### config.mk
export PLATFORM = sky130hd
export DESIGN_NAME = sld_log_decode
export DESIGN_NICKNAME = d
export VERILOG_FILES = /design/src/sld_pkg.sv /design/src/sld_dec_if.sv /design/src/sld_log_decode.sv /design/src/sld_tf_match.sv
export SDC_FILE = /design/constraint.sdc
export NUM_CORES = 1
export LEC_CHECK = 0
export BUFFER_PORTS_ARGS = -buffer_cell sky130_fd_sc_hd__buf_4
export CAP_MARGIN = 20
export CORE_UTILIZATION = 35
export DETAILED_ROUTE_END_ITERATION = 6
export GPL_TIMING_DRIVEN = 0
export PLACE_DENSITY = 0.72
export SLEW_MARGIN = 20
export SYNTH_ARGS = -nofsm -noshare
export SYNTH_HDL_FRONTEND = slang
export SYNTH_SLANG_ARGS = --single-unit
### constraint.sdc
create_clock -name sys_clk -period 4.1 [get_ports sys_clk]
set_clock_uncertainty 0.15 [all_clocks]
set_input_delay 0.41 -clock sys_clk [delete_from_list [all_inputs] [get_ports sys_clk]]
set_output_delay 0.41 -clock sys_clk [all_outputs]
set_load 0.02 [all_outputs]
### src/sld_pkg.sv
/*
  constants and types shared by the transport-log command decoder.
  assumes the task-file fields arrive as plain bytes on the system clock.
*/
package sld_pkg;

  // command opcodes and features
  localparam logic [7:0] OP_SMART = 8'hb0;
  localparam logic [7:0] OP_LOG_RD = 8'h2f;
  localparam logic [7:0] OP_LOG_WR = 8'h3f;
  localparam logic [7:0] FEAT_RD = 8'hd5;
  localparam logic [7:0] FEAT_WR = 8'hd6;

  // log pages, key bytes and fixed field values
  localparam logic [7:0] PAGE_STATUS = 8'he0;
  localparam logic [7:0] PAGE_DATA = 8'he1;
  localparam logic [7:0] KEY_LOW = 8'h4f;
  localparam logic [7:0] KEY_HIGH = 8'hc2;
  localparam logic [7:0] CNT_ONE = 8'h01;
  localparam logic [7:0] BYTE_ZERO = 8'h00;

  // extended status codes
  localparam logic [15:0] XS_NO_REQUEST = 16'h000b;
  localparam logic [15:0] XS_COUNT_OVER = 16'h0003;
  localparam logic [15:0] XS_BACKGROUND = 16'hffff;
  localparam logic [15:0] XS_RESET = 16'h0000;

  // task-file snapshot presented with a command
  typedef struct packed {
    logic [7:0] opcode;
    logic [7:0] feature;
    logic [7:0] countCur;
    logic [7:0] countPrev;
    logic [7:0] lbaLowCur;
    logic [7:0] lbaMidCur;
    logic [7:0] lbaMidPrev;
    logic [7:0] lbaHighCur;
  } sld_tf_t;

  // command classes seen by the decoder
  typedef enum logic [1:0] {
    SLD_NONE,
    SLD_DATA,
    SLD_STAT,
    SLD_BAD
  } sld_kind_t;

endpackage

### src/sld_dec_if.sv
/*
  carrier between the decoder top and its task-file classifier.
  assumes both ends run on one clock; the classifier is combinational.
*/
`timescale 1ns/1ns
`default_nettype none
interface sld_dec_if;
  import sld_pkg::*;

  sld_tf_t tf;
  sld_kind_t kind;
  logic isWrite;

  modport top (output tf, input kind, input isWrite);
  modport match (input tf, output kind, output isWrite);
endinterface
`default_nettype wire

### src/sld_log_decode.sv
/*
  transport-log command decoder: gates data page e1h transfers on a
  pending key-sector request and serves status page e0h reads.
  assumes task-file fields and core events come from logic on sys_clk;
  the host controller holds fields valid in the cycle cmdValid is high.
*/
`timescale 1ns/1ns
`default_nettype none
module sld_log_decode
#(
  parameter int CNT_W = 8
)
(
  // clock and reset
  input wire logic sys_clk,
  input wire logic sys_rst,
  // task-file command from the host controller
  input wire logic cmdValid,
  input wire logic [7:0] cmdOpcode,
  input wire logic [7:0] cmdFeature,
  input wire logic [7:0] cmdCountCur,
  input wire logic [7:0] cmdCountPrev,
  input wire logic [7:0] cmdLbaLowCur,
  input wire logic [7:0] cmdLbaMidCur,
  input wire logic [7:0] cmdLbaMidPrev,
  input wire logic [7:0] cmdLbaHighCur,
  // events from the request engine
  input wire logic keyIssued,
  input wire logic [CNT_W-1:0] keyNeedSectors,
  input wire logic bgBusy,
  input wire logic bgDone,
  input wire logic [15:0] bgStatus,
  // ata answer to the command
  output logic cmdAccept,
  output logic cmdAbort,
  output logic cmdPassOn,
  // data movement and status page requests
  output logic dataReadGo,
  output logic dataWriteGo,
  output logic statusReadGo,
  output logic [CNT_W-1:0] xferSectors,
  // status page contents
  output logic [15:0] statusCode,
  output logic requestPending
);
  import sld_pkg::*;

  // whole module state in one record
  typedef struct packed {
    logic keyPend;
    logic [CNT_W-1:0] needSect;
    logic [15:0] lastStat;
    logic accept;
    logic abort;
    logic passOn;
    logic rdGo;
    logic wrGo;
    logic statGo;
    logic [CNT_W-1:0] xfer;
    logic [15:0] statOut;
  } sld_state_t;

  sld_state_t st_ff;
  sld_state_t nxt_st;
  sld_dec_if dec ();
  logic [CNT_W-1:0] reqCount;
  logic countOver;

  // snapshot goes straight to the classifier; one driver for the record
  assign dec.tf = '{
    opcode: cmdOpcode,
    feature: cmdFeature,
    countCur: cmdCountCur,
    countPrev: cmdCountPrev,
    lbaLowCur: cmdLbaLowCur,
    lbaMidCur: cmdLbaMidCur,
    lbaMidPrev: cmdLbaMidPrev,
    lbaHighCur: cmdLbaHighCur
  };

  sld_tf_match u_match
  (
    .dec(dec)
  );

  // sector count the host asks to move, resized to the counter width
  assign reqCount = CNT_W'(cmdCountCur);
  assign countOver = reqCount > st_ff.needSect;

  // one decision per command; pulses last exactly one cycle
  always_comb
  begin
    nxt_st = st_ff;
    nxt_st.accept = 1'b0;
    nxt_st.abort = 1'b0;
    nxt_st.passOn = 1'b0;
    nxt_st.rdGo = 1'b0;
    nxt_st.wrGo = 1'b0;
    nxt_st.statGo = 1'b0;
    if (cmdValid)
    begin
      unique case (dec.kind)
        SLD_NONE:
          nxt_st.passOn = 1'b1;
        SLD_BAD:
          nxt_st.abort = 1'b1;
        SLD_STAT:
        begin
          // nothing here touches bgBusy or power: read-only service
          nxt_st.accept = 1'b1;
          nxt_st.statGo = 1'b1;
        end
        SLD_DATA:
        begin
          if (!st_ff.keyPend)
          begin
            nxt_st.abort = 1'b1;
            nxt_st.lastStat = XS_NO_REQUEST;
          end
          else if (countOver)
          begin
            nxt_st.abort = 1'b1;
            nxt_st.lastStat = XS_COUNT_OVER;
          end
          else
          begin
            // acceptance only; success is left to the status page
            nxt_st.accept = 1'b1;
            nxt_st.rdGo = !dec.isWrite;
            nxt_st.wrGo = dec.isWrite;
            nxt_st.xfer = reqCount;
            nxt_st.needSect = st_ff.needSect - reqCount;
            nxt_st.keyPend = reqCount != st_ff.needSect;
          end
        end
      endcase
    end
    // engine finishing overrides any code set by the same cycle's command
    if (bgDone)
      nxt_st.lastStat = bgStatus;
    // a new key sector wins over a transfer that drained the old one
    if (keyIssued)
    begin
      nxt_st.keyPend = 1'b1;
      nxt_st.needSect = keyNeedSectors;
    end
    // status page word: background marker hides the stored code
    nxt_st.statOut = bgBusy ? XS_BACKGROUND : nxt_st.lastStat;
  end

  // state register
  always_ff @(posedge sys_clk)
  begin
    if (sys_rst)
    begin
      st_ff <= '0;
      st_ff.lastStat <= XS_RESET;
      st_ff.statOut <= XS_RESET;
    end
    else
      st_ff <= nxt_st;
  end

  // outputs come straight from the state record
  assign cmdAccept = st_ff.accept;
  assign cmdAbort = st_ff.abort;
  assign cmdPassOn = st_ff.passOn;
  assign dataReadGo = st_ff.rdGo;
  assign dataWriteGo = st_ff.wrGo;
  assign statusReadGo = st_ff.statGo;
  assign xferSectors = st_ff.xfer;
  assign statusCode = st_ff.statOut;
  assign requestPending = st_ff.keyPend;

endmodule
`default_nettype wire

### src/sld_tf_match.sv
/*
  classifies a task-file snapshot as transport data, status, bad or other.
  assumes the snapshot is stable while the top samples the result.
*/
`timescale 1ns/1ns
`default_nettype none
module sld_tf_match
(
  // task file in, class out
  sld_dec_if.match dec
);
  import sld_pkg::*;

  logic smartKeyOk;
  logic extFmtOk;
  logic isPage;

  // key bytes and fixed count fields of each route
  assign smartKeyOk = dec.tf.lbaMidCur == KEY_LOW &&
                      dec.tf.lbaHighCur == KEY_HIGH;
  assign extFmtOk = dec.tf.countCur == CNT_ONE &&
                    dec.tf.countPrev == BYTE_ZERO &&
                    dec.tf.lbaMidCur == BYTE_ZERO &&
                    dec.tf.lbaMidPrev == BYTE_ZERO;
  assign isPage = dec.tf.lbaLowCur == PAGE_DATA ||
                  dec.tf.lbaLowCur == PAGE_STATUS;

  // other pages and opcodes fall through untouched to the rest of the drive
  always_comb
  begin
    dec.kind = SLD_NONE;
    dec.isWrite = 1'b0;
    if (dec.tf.opcode == OP_SMART && isPage)
    begin
      if (dec.tf.lbaLowCur == PAGE_DATA)
      begin
        // zero sectors is rejected as a bad command, not as a count over
        if (smartKeyOk && dec.tf.countCur != BYTE_ZERO &&
            (dec.tf.feature == FEAT_RD || dec.tf.feature == FEAT_WR))
        begin
          dec.kind = SLD_DATA;
          dec.isWrite = dec.tf.feature == FEAT_WR;
        end
        else if (dec.tf.feature == FEAT_RD || dec.tf.feature == FEAT_WR)
          dec.kind = SLD_BAD;
      end
      else if (dec.tf.feature == FEAT_RD)
      begin
        if (smartKeyOk && dec.tf.countCur == CNT_ONE)
          dec.kind = SLD_STAT;
        else
          dec.kind = SLD_BAD;
      end
      else if (dec.tf.feature == FEAT_WR)
        dec.kind = SLD_BAD; // status page cannot be written
    end
    else if ((dec.tf.opcode == OP_LOG_RD || dec.tf.opcode == OP_LOG_WR) &&
             isPage)
    begin
      if (!extFmtOk)
        dec.kind = SLD_BAD;
      else if (dec.tf.lbaLowCur == PAGE_DATA)
      begin
        dec.kind = SLD_DATA;
        dec.isWrite = dec.tf.opcode == OP_LOG_WR;
      end
      else if (dec.tf.opcode == OP_LOG_RD)
        dec.kind = SLD_STAT;
      else
        dec.kind = SLD_BAD;
    end
  end

endmodule
`default_nettype wire

==> results of run 1 <==
[metal layers]
metal,wire (um),track usage
met1,3650,0.241
met2,4020,0.306
met3,304,0.0293
met4,123,0.0487
met5,0,0
[power by group through the flow]
stage               clock network, uW  registers, uW  logic, uW
floorplan                           0            581        140
detailed placement                  0            582        262
global placement                    0            582        256
finish                            363            570        263
CTS                               368            570        263
global route                      387            572        286
[synth_stat cells, types with 2 or more instances]
cell / n / area, sq um
inv_1: 23 / 86.3
nand2_1: 41 / 154
nand4b_1: 2 / 17.5
a311oi_1: 4 / 35.0
a21oi_1: 30 / 150
a21boi_0: 2 / 15.0
clkbuf_1: 10 / 37.5
nand3b_1: 2 / 15.0
nor4_1: 10 / 62.6
buf_4: 24 / 180
nor4bb_1: 3 / 30.0
xor2_1: 2 / 17.5
nor4b_1: 2 / 17.5
a221oi_1: 2 / 17.5
buf_2: 4 / 20.0
o22ai_1: 2 / 12.5
nor3_1: 9 / 45.0
nor3b_1: 3 / 22.5
dfxtp_1: 55 / 1100
and4b_1: 2 / 20.0
xnor2_1: 2 / 17.5
or3_1: 4 / 25.0
and2_1: 2 / 12.5
a22oi_1: 14 / 105
o21ai_0: 5 / 25.0
nand4_1: 2 / 12.5
nand3_1: 4 / 20.0
ha_1: 12 / 150
nor2_1: 33 / 124
a211oi_1: 2 / 15.0
o211ai_1: 2 / 15.0
[critical path, cell delays in order]
cell	delay, ns
buf_4	0.13
nor4_2	0.32
nand4_1	0.16
or4_1	0.57
o31ai_2	0.31
nand2_1	0.12
ha_1	0.24
and2_1	0.20
o211a_1	0.16
a21oi_2	0.39
buf_2	0.31
a22oi_1	0.11
a21oi_1	0.21
[stage by stage]
stage / utilization / area [sq um]
4_1_cts: 0.518 / 4080
2_1_floorplan: - / 2920
6_report: 0.518 / 4080
5_1_grt: 0.518 / 4080
3_5_place_dp: 0.504 / 3970
3_3_place_gp: 0.504 / 3970
[final cells by class]
| type | count | area, sq um | share of cell area |
|---|---|---|---|
| multi-input cells | 230 | 1500 | 0.366 |
| repair buffers | 123 | 923 | 0.226 |
| clock buffers | 6 | 72.6 | 0.0178 |
| inverters | 23 | 86.3 | 0.0211 |
| plain buffers | 38 | 238 | 0.0582 |
| well taps | 102 | 128 | 0.0312 |
| flip-flops and latches | 55 | 1100 | 0.270 |
| clock inverters | 2 | 38.8 | 0.00950 |
[logic make-up (layout without fill, tap and decap cells)]
kind of cell               Yosys count  count (layout)
and+or+nand+nor                    129             129
xor gates and xnor gates             4               4
buffers and inverters               61             192
DFF                                 55              55
muxes                                1               1
adders and majority gates           13              13
AOI/OAI and AO/OA                   83              83
[sequential cells by signal, indices dropped and copies added, names as in the netlist]
name,cells
requestPending,1
cmdAccept,1
cmdPassOn,1
st_ff,24
dataReadGo,1
cmdAbort,1
statusReadGo,1
statusCode,16
xferSectors,8
dataWriteGo,1
[path summary, 6_finish.rpt]
kind,end,slack [ns],cells after the start
hold reg to reg,xferSectors[6]$_SDFFE_PP0P_,0.31,2
hold / removal,st_ff[48]$_SDFFE_PP0P_,0.21,3
setup / recovery,statusCode[13]$_SDFF_PP0_,0.53,13
setup reg to reg,statusCode[13]$_SDFF_PP0_,1.30,9
[placed cells by master (no fill, tap or decap), types with 3 or more instances in the layout]
master    instances
nand3_1           4
a311oi_1          4
inv_1            23
or3_1             4
nor3b_1           3
dfxtp_1          55
nor2_1           33
ha_1             12
buf_2             4
clkbuf_1         11
buf_4           147
nor4_1           10
clkbuf_8          5
nor4bb_1          3
o21ai_0           5
a22oi_1          14
nor3_1            9
nand2_1          41
a21oi_1          30
==> impl_metrics.json, run 1 <==
{
  "status": "finished, final reports clean",
  "cp_data_arrival_time_ns": 3.64,
  "worstMarginPinSlew_ns": 0.722,
  "synth_edf_count": 0,
  "cts-buffers-inserted": 5,
  "power_frac_comb": 0.220,
  "maxCapViolations": 0,
  "gp_congestion": 0.896,
  "synthXorXnorAreaFrac": 0.0120,
  "muxShareOfSynthArea": 0.00343,
  "synth_top_family_by_area": "simple AND/OR/NAND/NOR gates",
  "synth_seq_cells": 55,
  "peakVddDrop_mv": 0.179,
  "hold_path.startpoint": "keyNeedSectors[2]",
  "grt_pass1_vias": 2763,
  "startpoint_type": "primary input",
  "cts_max_level": 2,
  "start_util": 0.370,
  "synth_compound_area_frac": 0.207,
  "grt_pass1_wl_um": 12700,
  "cts_resized": 0,
  "n_antenna_cell": 0,
  "netlist_area_sq_um": 2920,
  "core-area_sq_um": 7890,
  "yosys_warnings": 0,
  "antenna_found_initial": 0,
  "p_switching_uw": 314,
  "post-route-drc-count": 0,
  "seq_power_share": 0.477,
  "dieArea_sq_um": 8720,
  "ys_types": 63,
  "finalNonFillerCells": 579,
  "final_nets": 583,
  "chipWidth_um": 93.4,
  "syn_to_final_growth_pct": 39.8,
  "power_leakage_uw": 0.00185,
  "fin_crit_sh": 0.870,
  "wire_per_inst_um": 14.0,
  "synth_fp_nets": 453,
  "clock-root-buffer": "clkbuf_8",
  "cts_setup_buffers": 0,
  "holdCritPathClass": "primary input to flop",
  "wirelength_um": 8100,
  "yosys.area_share.simple": 0.231,
  "clockPowerShare": 0.303,
  "fin_setup_tns_ns": 0,
  "synthAdderAreaFrac": 0.0582,
  "fin_ws_ns": 0.533,
  "syn_inst": 346,
  "clock_latency_ns": 0.30,
  "cts_tree": "yes",
  "avgViaCountPerCell": 5.03,
  "via_count": 2910,
  "rsz0062_at_grt": "false",
  "hold_violations": 0,
  "fillers": 762,
  "clk_path_buf_depth": 2,
  "setup_viol_count_final": 0,
  "cp-end-kind": "flop",
  "detail-route-antenna-nets": 0,
  "drv_slew": 0,
  "dr.pass1.iters": 4,
  "grt_max_degree": 18,
  "seq_area_frac_synth": 0.377,
  "synth_ff_type": "dfxtp_1",
  "reg2reg_from": "st_ff[46]$_SDFFE_PP0P_",
  "drtIter0Drc": 141,
  "dp_hpwl_um": 6600,
  "crit_type": "primary input to flop",
  "relSlewSlack": 0.518,
  "ios": 125,
  "port_buffers": 123,
  "startpoint": "cmdCountCur[4]",
  "swShare": 0.263,
  "dpl_worst_slack_ns": 0.224,
  "synth.avg_cell_area_sq_um": 8.44,
  "hold_ws_ns": 0.214,
  "cp.required_ns": 4.18,
  "crit_fanout": 10,
  "path_clk_slew_ns": 0.11,
  "clock-sinks": 55,
  "power_uw": 1200,
  "final_layout_size_suffix_gt1_frac": 0.356,
  "dp_cells": 571,
  "synthArstFlopShare": 0,
  "p_int_uw": 882,
  "ctsHoldBuffers": 0,
  "overflow": 0,
  "die_h_um": 93.4,
  "track_usage": 0.182,
  "rows": 32,
  "min_period_ns": 3.57,
  "clock.fmax_mhz": 280,
  "p_per_area_nw_per_um2": 293
}
Note: power is estimated with default switching activity, not from simulation.
==> inputs of run 2 (changes only) <==
==> constraint.sdc (replaced) <==
create_clock -name sys_clk -period 3.4 [get_ports sys_clk]
set_clock_uncertainty 0.15 [all_clocks]
set_input_delay 0.34 -clock sys_clk [delete_from_list [all_inputs] [get_ports sys_clk]]
set_output_delay 0.34 -clock sys_clk [all_outputs]
set_load 0.02 [all_outputs]
==> run 2 against run 1 <==
Net effect: clock power increased by 20%; global-route usage about the same; critical path depth unchanged; routed wire length increased by 0.57%; final cell count increased by 0.35%; critical endpoint unchanged; largest cell class unchanged; largest power group unchanged; highest routed layer unchanged.
==> impl_metrics.json, run 2 (synthesis gave the netlist of run 1 again) <==
{
  "status": "finished, final reports clean",
  "wirelength_um": 8140,
  "overflow": 0,
  "cp_num_buf_inv": 2,
  "final_nets": 585,
  "cp_slowest_cell": "or4_1",
  "post-route-drc-count": 0,
  "port_buffers": 123,
  "wl_met2_um": 4020,
  "p_switching_uw": 379,
  "clock_latency_ns": 0.30,
  "dr.pass1.iters": 4,
  "p_int_uw": 1060,
  "met3WireLength_um": 343,
  "clock-sinks": 55,
  "antenna_found_initial": 0,
  "clockPowerShare": 0.303,
  "hold_ws_ns": 0.145,
  "cp_data_arrival_time_ns": 3.33,
  "holdCritPathClass": "primary input to flop",
  "design_area_sq_um": 4120,
  "cp.required_ns": 3.47,
  "wl_met1_um": 3660,
  "top_register": "st_ff",
  "crit_family": "simple AND/OR/NAND/NOR gates",
  "dp_hpwl_um": 6600,
  "p_per_area_nw_per_um2": 351,
  "relSlewSlack": 0.516,
  "final_layout_size_suffix_gt1_frac": 0.361,
  "largest_reg_flops": 24,
  "core-area_sq_um": 7890,
  "min_period_ns": 3.26,
  "rows": 32,
  "startpoint_type": "primary input",
  "power_frac_comb": 0.222,
  "dp_cells": 571,
  "avgViaCountPerCell": 5.02,
  "die_h_um": 93.4,
  "peakVddDrop_mv": 0.216,
  "n_antenna_cell": 0,
  "hold_violations": 0,
  "layout_common_cells": "149 x buf_4, 55 x dfxtp_1, 41 x nand2_1",
  "swShare": 0.262,
  "grt_pass1_wl_um": 12700,
  "critPathMaxStageDelay_ns": 0.58,
  "ios": 125,
  "crit_fanout": 10,
  "gp_congestion": 0.896,
  "fin_crit_sh": 0.958,
  "highest_layer": "met4",
  "maxCapViolations": 0,
  "via_count": 2917,
  "path_clk_slew_ns": 0.11,
  "setup_viol_count_final": 0,
  "syn_to_final_growth_pct": 40.9,
  "grt_pass1_vias": 2764,
  "layout_commonest_cell": "buf_4",
  "drv_slew": 0,
  "cts-buffers-inserted": 5,
  "cts_max_level": 2,
  "detail-route-antenna-nets": 0,
  "cp-end-kind": "flop",
  "post_dp_cell_area_sq_um": 3970,
  "power_leakage_uw": 0.00186,
  "fillers": 755,
  "grt_max_degree": 18,
  "clock-root-buffer": "clkbuf_8",
  "path_cells": "buf_4, nor4_2, nand4_1, or4_1, o31ai_2, nand2_1, ha_1, and2_1, o211a_1, a21oi_4, clkbuf_4, a22oi_1, a21oi_1",
  "wire_per_inst_um": 14.0,
  "finalNonFillerCells": 581,
  "track_usage": 0.182,
  "drtIter0Drc": 139,
  "ctsHoldBuffers": 0,
  "register_area_sq_um": 1100,
  "cts_tree": "yes",
  "dieArea_sq_um": 8720,
  "seq_power_share": 0.476,
  "worstMarginPinSlew_ns": 0.724,
  "start_util": 0.370,
  "clock.fmax_mhz": 307,
  "multi_input_area_sq_um": 1510,
  "crit_type": "primary input to flop",
  "chipWidth_um": 93.4,
  "clk_path_buf_depth": 2
}
run 2: cell types whose count changed in the layout (fill, tap and decap cells not counted), sizes merged:
| cell | before | now |
|---|---|---|
| buf | 151 | 152 |
| clkbuf | 16 | 17 |
run 2: cell type report:
type                       count  area share
clock buffer                   6      0.0176
multi-input combinational    230       0.367
buffer                        38      0.0584
inverter                      23      0.0210
tap                          102      0.0310
timing repair buffer         125       0.228
clock inverter                 2     0.00943
sequential                    55       0.268
run 2: layer usage:
layer  up-vias  global-route usage
met1      1354               0.242
met4         0              0.0487
li1       1480                   -
met3        10              0.0293
met2        73               0.306
met5         -                   0
run 2: final timing paths:
check                                                  from                          end  slack, ns  cells after the start
worst max-delay path                         cmdCountCur[4]    statusCode[13]$_SDFF_PP0_       0.14                     13
worst min-delay path                      keyNeedSectors[2]       st_ff[48]$_SDFFE_PP0P_       0.14                      3
worst max register to register       st_ff[46]$_SDFFE_PP0P_  xferSectors[0]$_SDFFE_PP0P_       0.69                      9
worst min register to register  xferSectors[6]$_SDFFE_PP0P_  xferSectors[6]$_SDFFE_PP0P_       0.31                      2
run 2: worst reg2reg max path, stage by stage, from the launching register on:
cell and delay (ns):
dfxtp_1 0.33, inv_1 0.05, ha_1 0.22, fa_1 0.40
nand2b_2 0.24, a211oi_4 0.32, o311a_1 0.42, buf_2 0.30
nand2_1 0.08, a21oi_1 0.12
run 2: stage by stage:
step / worst slack [ns] / total power (uW) / utilization / TNS, ns
floorplan: 0.315 / 870 / - / 0
global placement: -0.303 / 1010 / 0.504 / -4.34
detailed placement: -0.406 / 1020 / 0.504 / -8.48
CTS: 0.00372 / 1450 / 0.519 / 0
global route: -0.00512 / 1500 / 0.522 / -0.00512
finish: 0.143 / 1440 / 0.522 / 0
run 2: repair_timing:
item	in CTS	in global routing
gates resized for setup	1	2
setup buffers	0	2
setup endpoints to repair	6	30
pin swaps	0	1
hold endpoints to repair	0	0
run 2: power groups by stage:
| stage | registers [uW] | clock network, uW | logic, uW |
|---|---|---|---|
| floorplan | 701 | 0 | 169 |
| finish | 687 | 437 | 320 |
| CTS | 687 | 444 | 318 |
| global route | 690 | 467 | 348 |
| detailed placement | 702 | 0 | 316 |
| global placement | 702 | 0 | 309 |
==> inputs of run 3 (changes only) <==
--- a/config.mk
+++ b/config.mk
@@ -7,6 +7,7 @@
 export LEC_CHECK = 0
 export BUFFER_PORTS_ARGS = -buffer_cell sky130_fd_sc_hd__buf_4
 export CAP_MARGIN = 20
+export CORE_ASPECT_RATIO = 1.1
 export CORE_UTILIZATION = 35
 export DETAILED_ROUTE_END_ITERATION = 6
 export GPL_TIMING_DRIVEN = 0
==> run 3 against run 2 <==
Net effect: flip-flop and latch count did not move; hold slack got worse by 0.0051 ns; final cell count rose by 0.86%; non-clock buffer count fell by 1; die area barely moved; combinational power barely moved; critical path depth did not move; clock power fell by 16%; critical path type unchanged.
==> impl_metrics.json, run 3 (synthesis gave the netlist of run 1 again) <==
{
  "n_antenna_cell": 0,
  "grt.busiest_layer": "met2",
  "gp_congestion": 0.833,
  "min_period_ns": 3.18,
  "final_layout_size_suffix_gt1_frac": 0.366,
  "layout_common_cells": "150 x buf_4, 55 x dfxtp_1, 41 x nand2_1",
  "wire_per_inst_um": 13.3,
  "final_nets": 584,
  "met1_usage": 0.217,
  "crit_type": "primary input to flop",
  "cp-end-kind": "flop",
  "startpoint_type": "primary input",
  "path_clk_slew_ns": 0.10,
  "peakVddDrop_mv": 0.161,
  "cp_data_arrival_time_ns": 3.27,
  "start_util": 0.365,
  "p_per_area_nw_per_um2": 332,
  "clock.fmax_mhz": 315,
  "setup_viol_count_final": 0,
  "syn_to_final_growth_pct": 41.4,
  "dieArea_sq_um": 8720,
  "clock-root-buffer": "clkbuf_8",
  "antenna_found_initial": 0,
  "ios": 125,
  "via_count": 2901,
  "dr.pass1.iters": 4,
  "post-route-drc-count": 0,
  "grt_pass1_wl_um": 12600,
  "die_h_um": 97.8,
  "register_area_sq_um": 1100,
  "fin_crit_sh": 0.935,
  "holdCritPathClass": "primary input to flop",
  "clock-sinks": 55,
  "design_area_sq_um": 4130,
  "core-area_sq_um": 8000,
  "largest_reg_flops": 24,
  "fillers": 776,
  "drv_slew": 0,
  "track_usage": 0.183,
  "drtIter0Drc": 112,
  "cts_max_level": 2,
  "grt_pass1_vias": 2817,
  "maxCapViolations": 0,
  "power_leakage_uw": 0.00186,
  "power_uw": 1370,
  "rows": 34,
  "clk_path_buf_depth": 2,
  "wirelength_um": 7820,
  "port_buffers": 123,
  "cts-buffers-inserted": 5,
  "crit_fanout": 10,
  "cts_tree": "yes",
  "worstMarginPinSlew_ns": 0.540,
  "clock_latency_ns": 0.31,
  "hold_violations": 0,
  "multi_input_area_sq_um": 1540,
  "detail-route-antenna-nets": 0,
  "top_register": "st_ff",
  "chipWidth_um": 89.1,
  "status": "finished, final reports clean",
  "grt_util_met3": 0.0287,
  "post_dp_cell_area_sq_um": 3980,
  "grt_max_degree": 19,
  "layout_commonest_cell": "buf_4",
  "relSlewSlack": 0.640,
  "avgViaCountPerCell": 4.95,
  "cp.required_ns": 3.49,
  "dp_hpwl_um": 6290,
  "use_met2": 0.326,
  "overflow": 0,
  "utilization": 0.517
}
run 3: final timing paths:
kind              slack, ns                        start  cells past startpoint                     endpoint
hold / removal         0.14               cmdCountCur[3]                      3  xferSectors[3]$_SDFFE_PP0P_
setup / recovery       0.22               cmdCountCur[4]                     13     statusCode[4]$_SDFF_PP0_
setup reg to reg       0.66       st_ff[46]$_SDFFE_PP0P_                      8       st_ff[50]$_SDFFE_PP0P_
hold reg to reg        0.31  xferSectors[5]$_SDFFE_PP0P_                      2  xferSectors[5]$_SDFFE_PP0P_
run 3: timing repair:
action	4_1_cts	5_1_grt
gates cloned	0	0
gates resized for setup	2	7
hold buffers	0	0
pin swaps	0	1
buffers inserted	0	1
endpoints found under the setup margin	12	42
run 3: layout make-up:
class,count,share of cell area
timing repair buffer,124,0.225
multi-input combinational,230,0.374
clock inverter,3,0.00545
sequential,55,0.267
buffer,38,0.0588
inverter,23,0.0209
clock buffer,5,0.0167
tap,108,0.0327
run 3: worst max-delay path, stage by stage:
cell,delay [ns]
buf_4,0.12
nor4_2,0.34
nand4_1,0.24
or4_1,0.62
o31ai_4,0.28
nand2_1,0.11
ha_1,0.22
and2_1,0.20
o211a_1,0.18
a21oi_4,0.15
buf_4,0.19
a22oi_1,0.10
a21oi_1,0.17
run 3: routing by layer:
metal	wire length, um	part of all wire
met1	3230	0.41
met2	4080	0.52
met5	0	0
met3	348	0.045
met4	154	0.020
run 3: report_power, final:
part | leakage, uW | switching, uW | internal [uW]
clock | 0.0000485 | 219 | 148
sequential | 0.000454 | 11.2 | 676
combinational | 0.00136 | 152 | 165
run 3: stage by stage:
stage          instances  hold WS [ns]  TNS (ns)  setup WS, ns
2_1_floorplan        346         0.287         0         0.315
4_1_cts              585         0.134         0        0.0545
3_5_place_dp         577         0.305    -10.01        -0.407
3_3_place_gp         577         0.297     -6.33        -0.318
5_1_grt              586         0.151   -0.0460       -0.0312
6_report             586         0.140         0         0.222
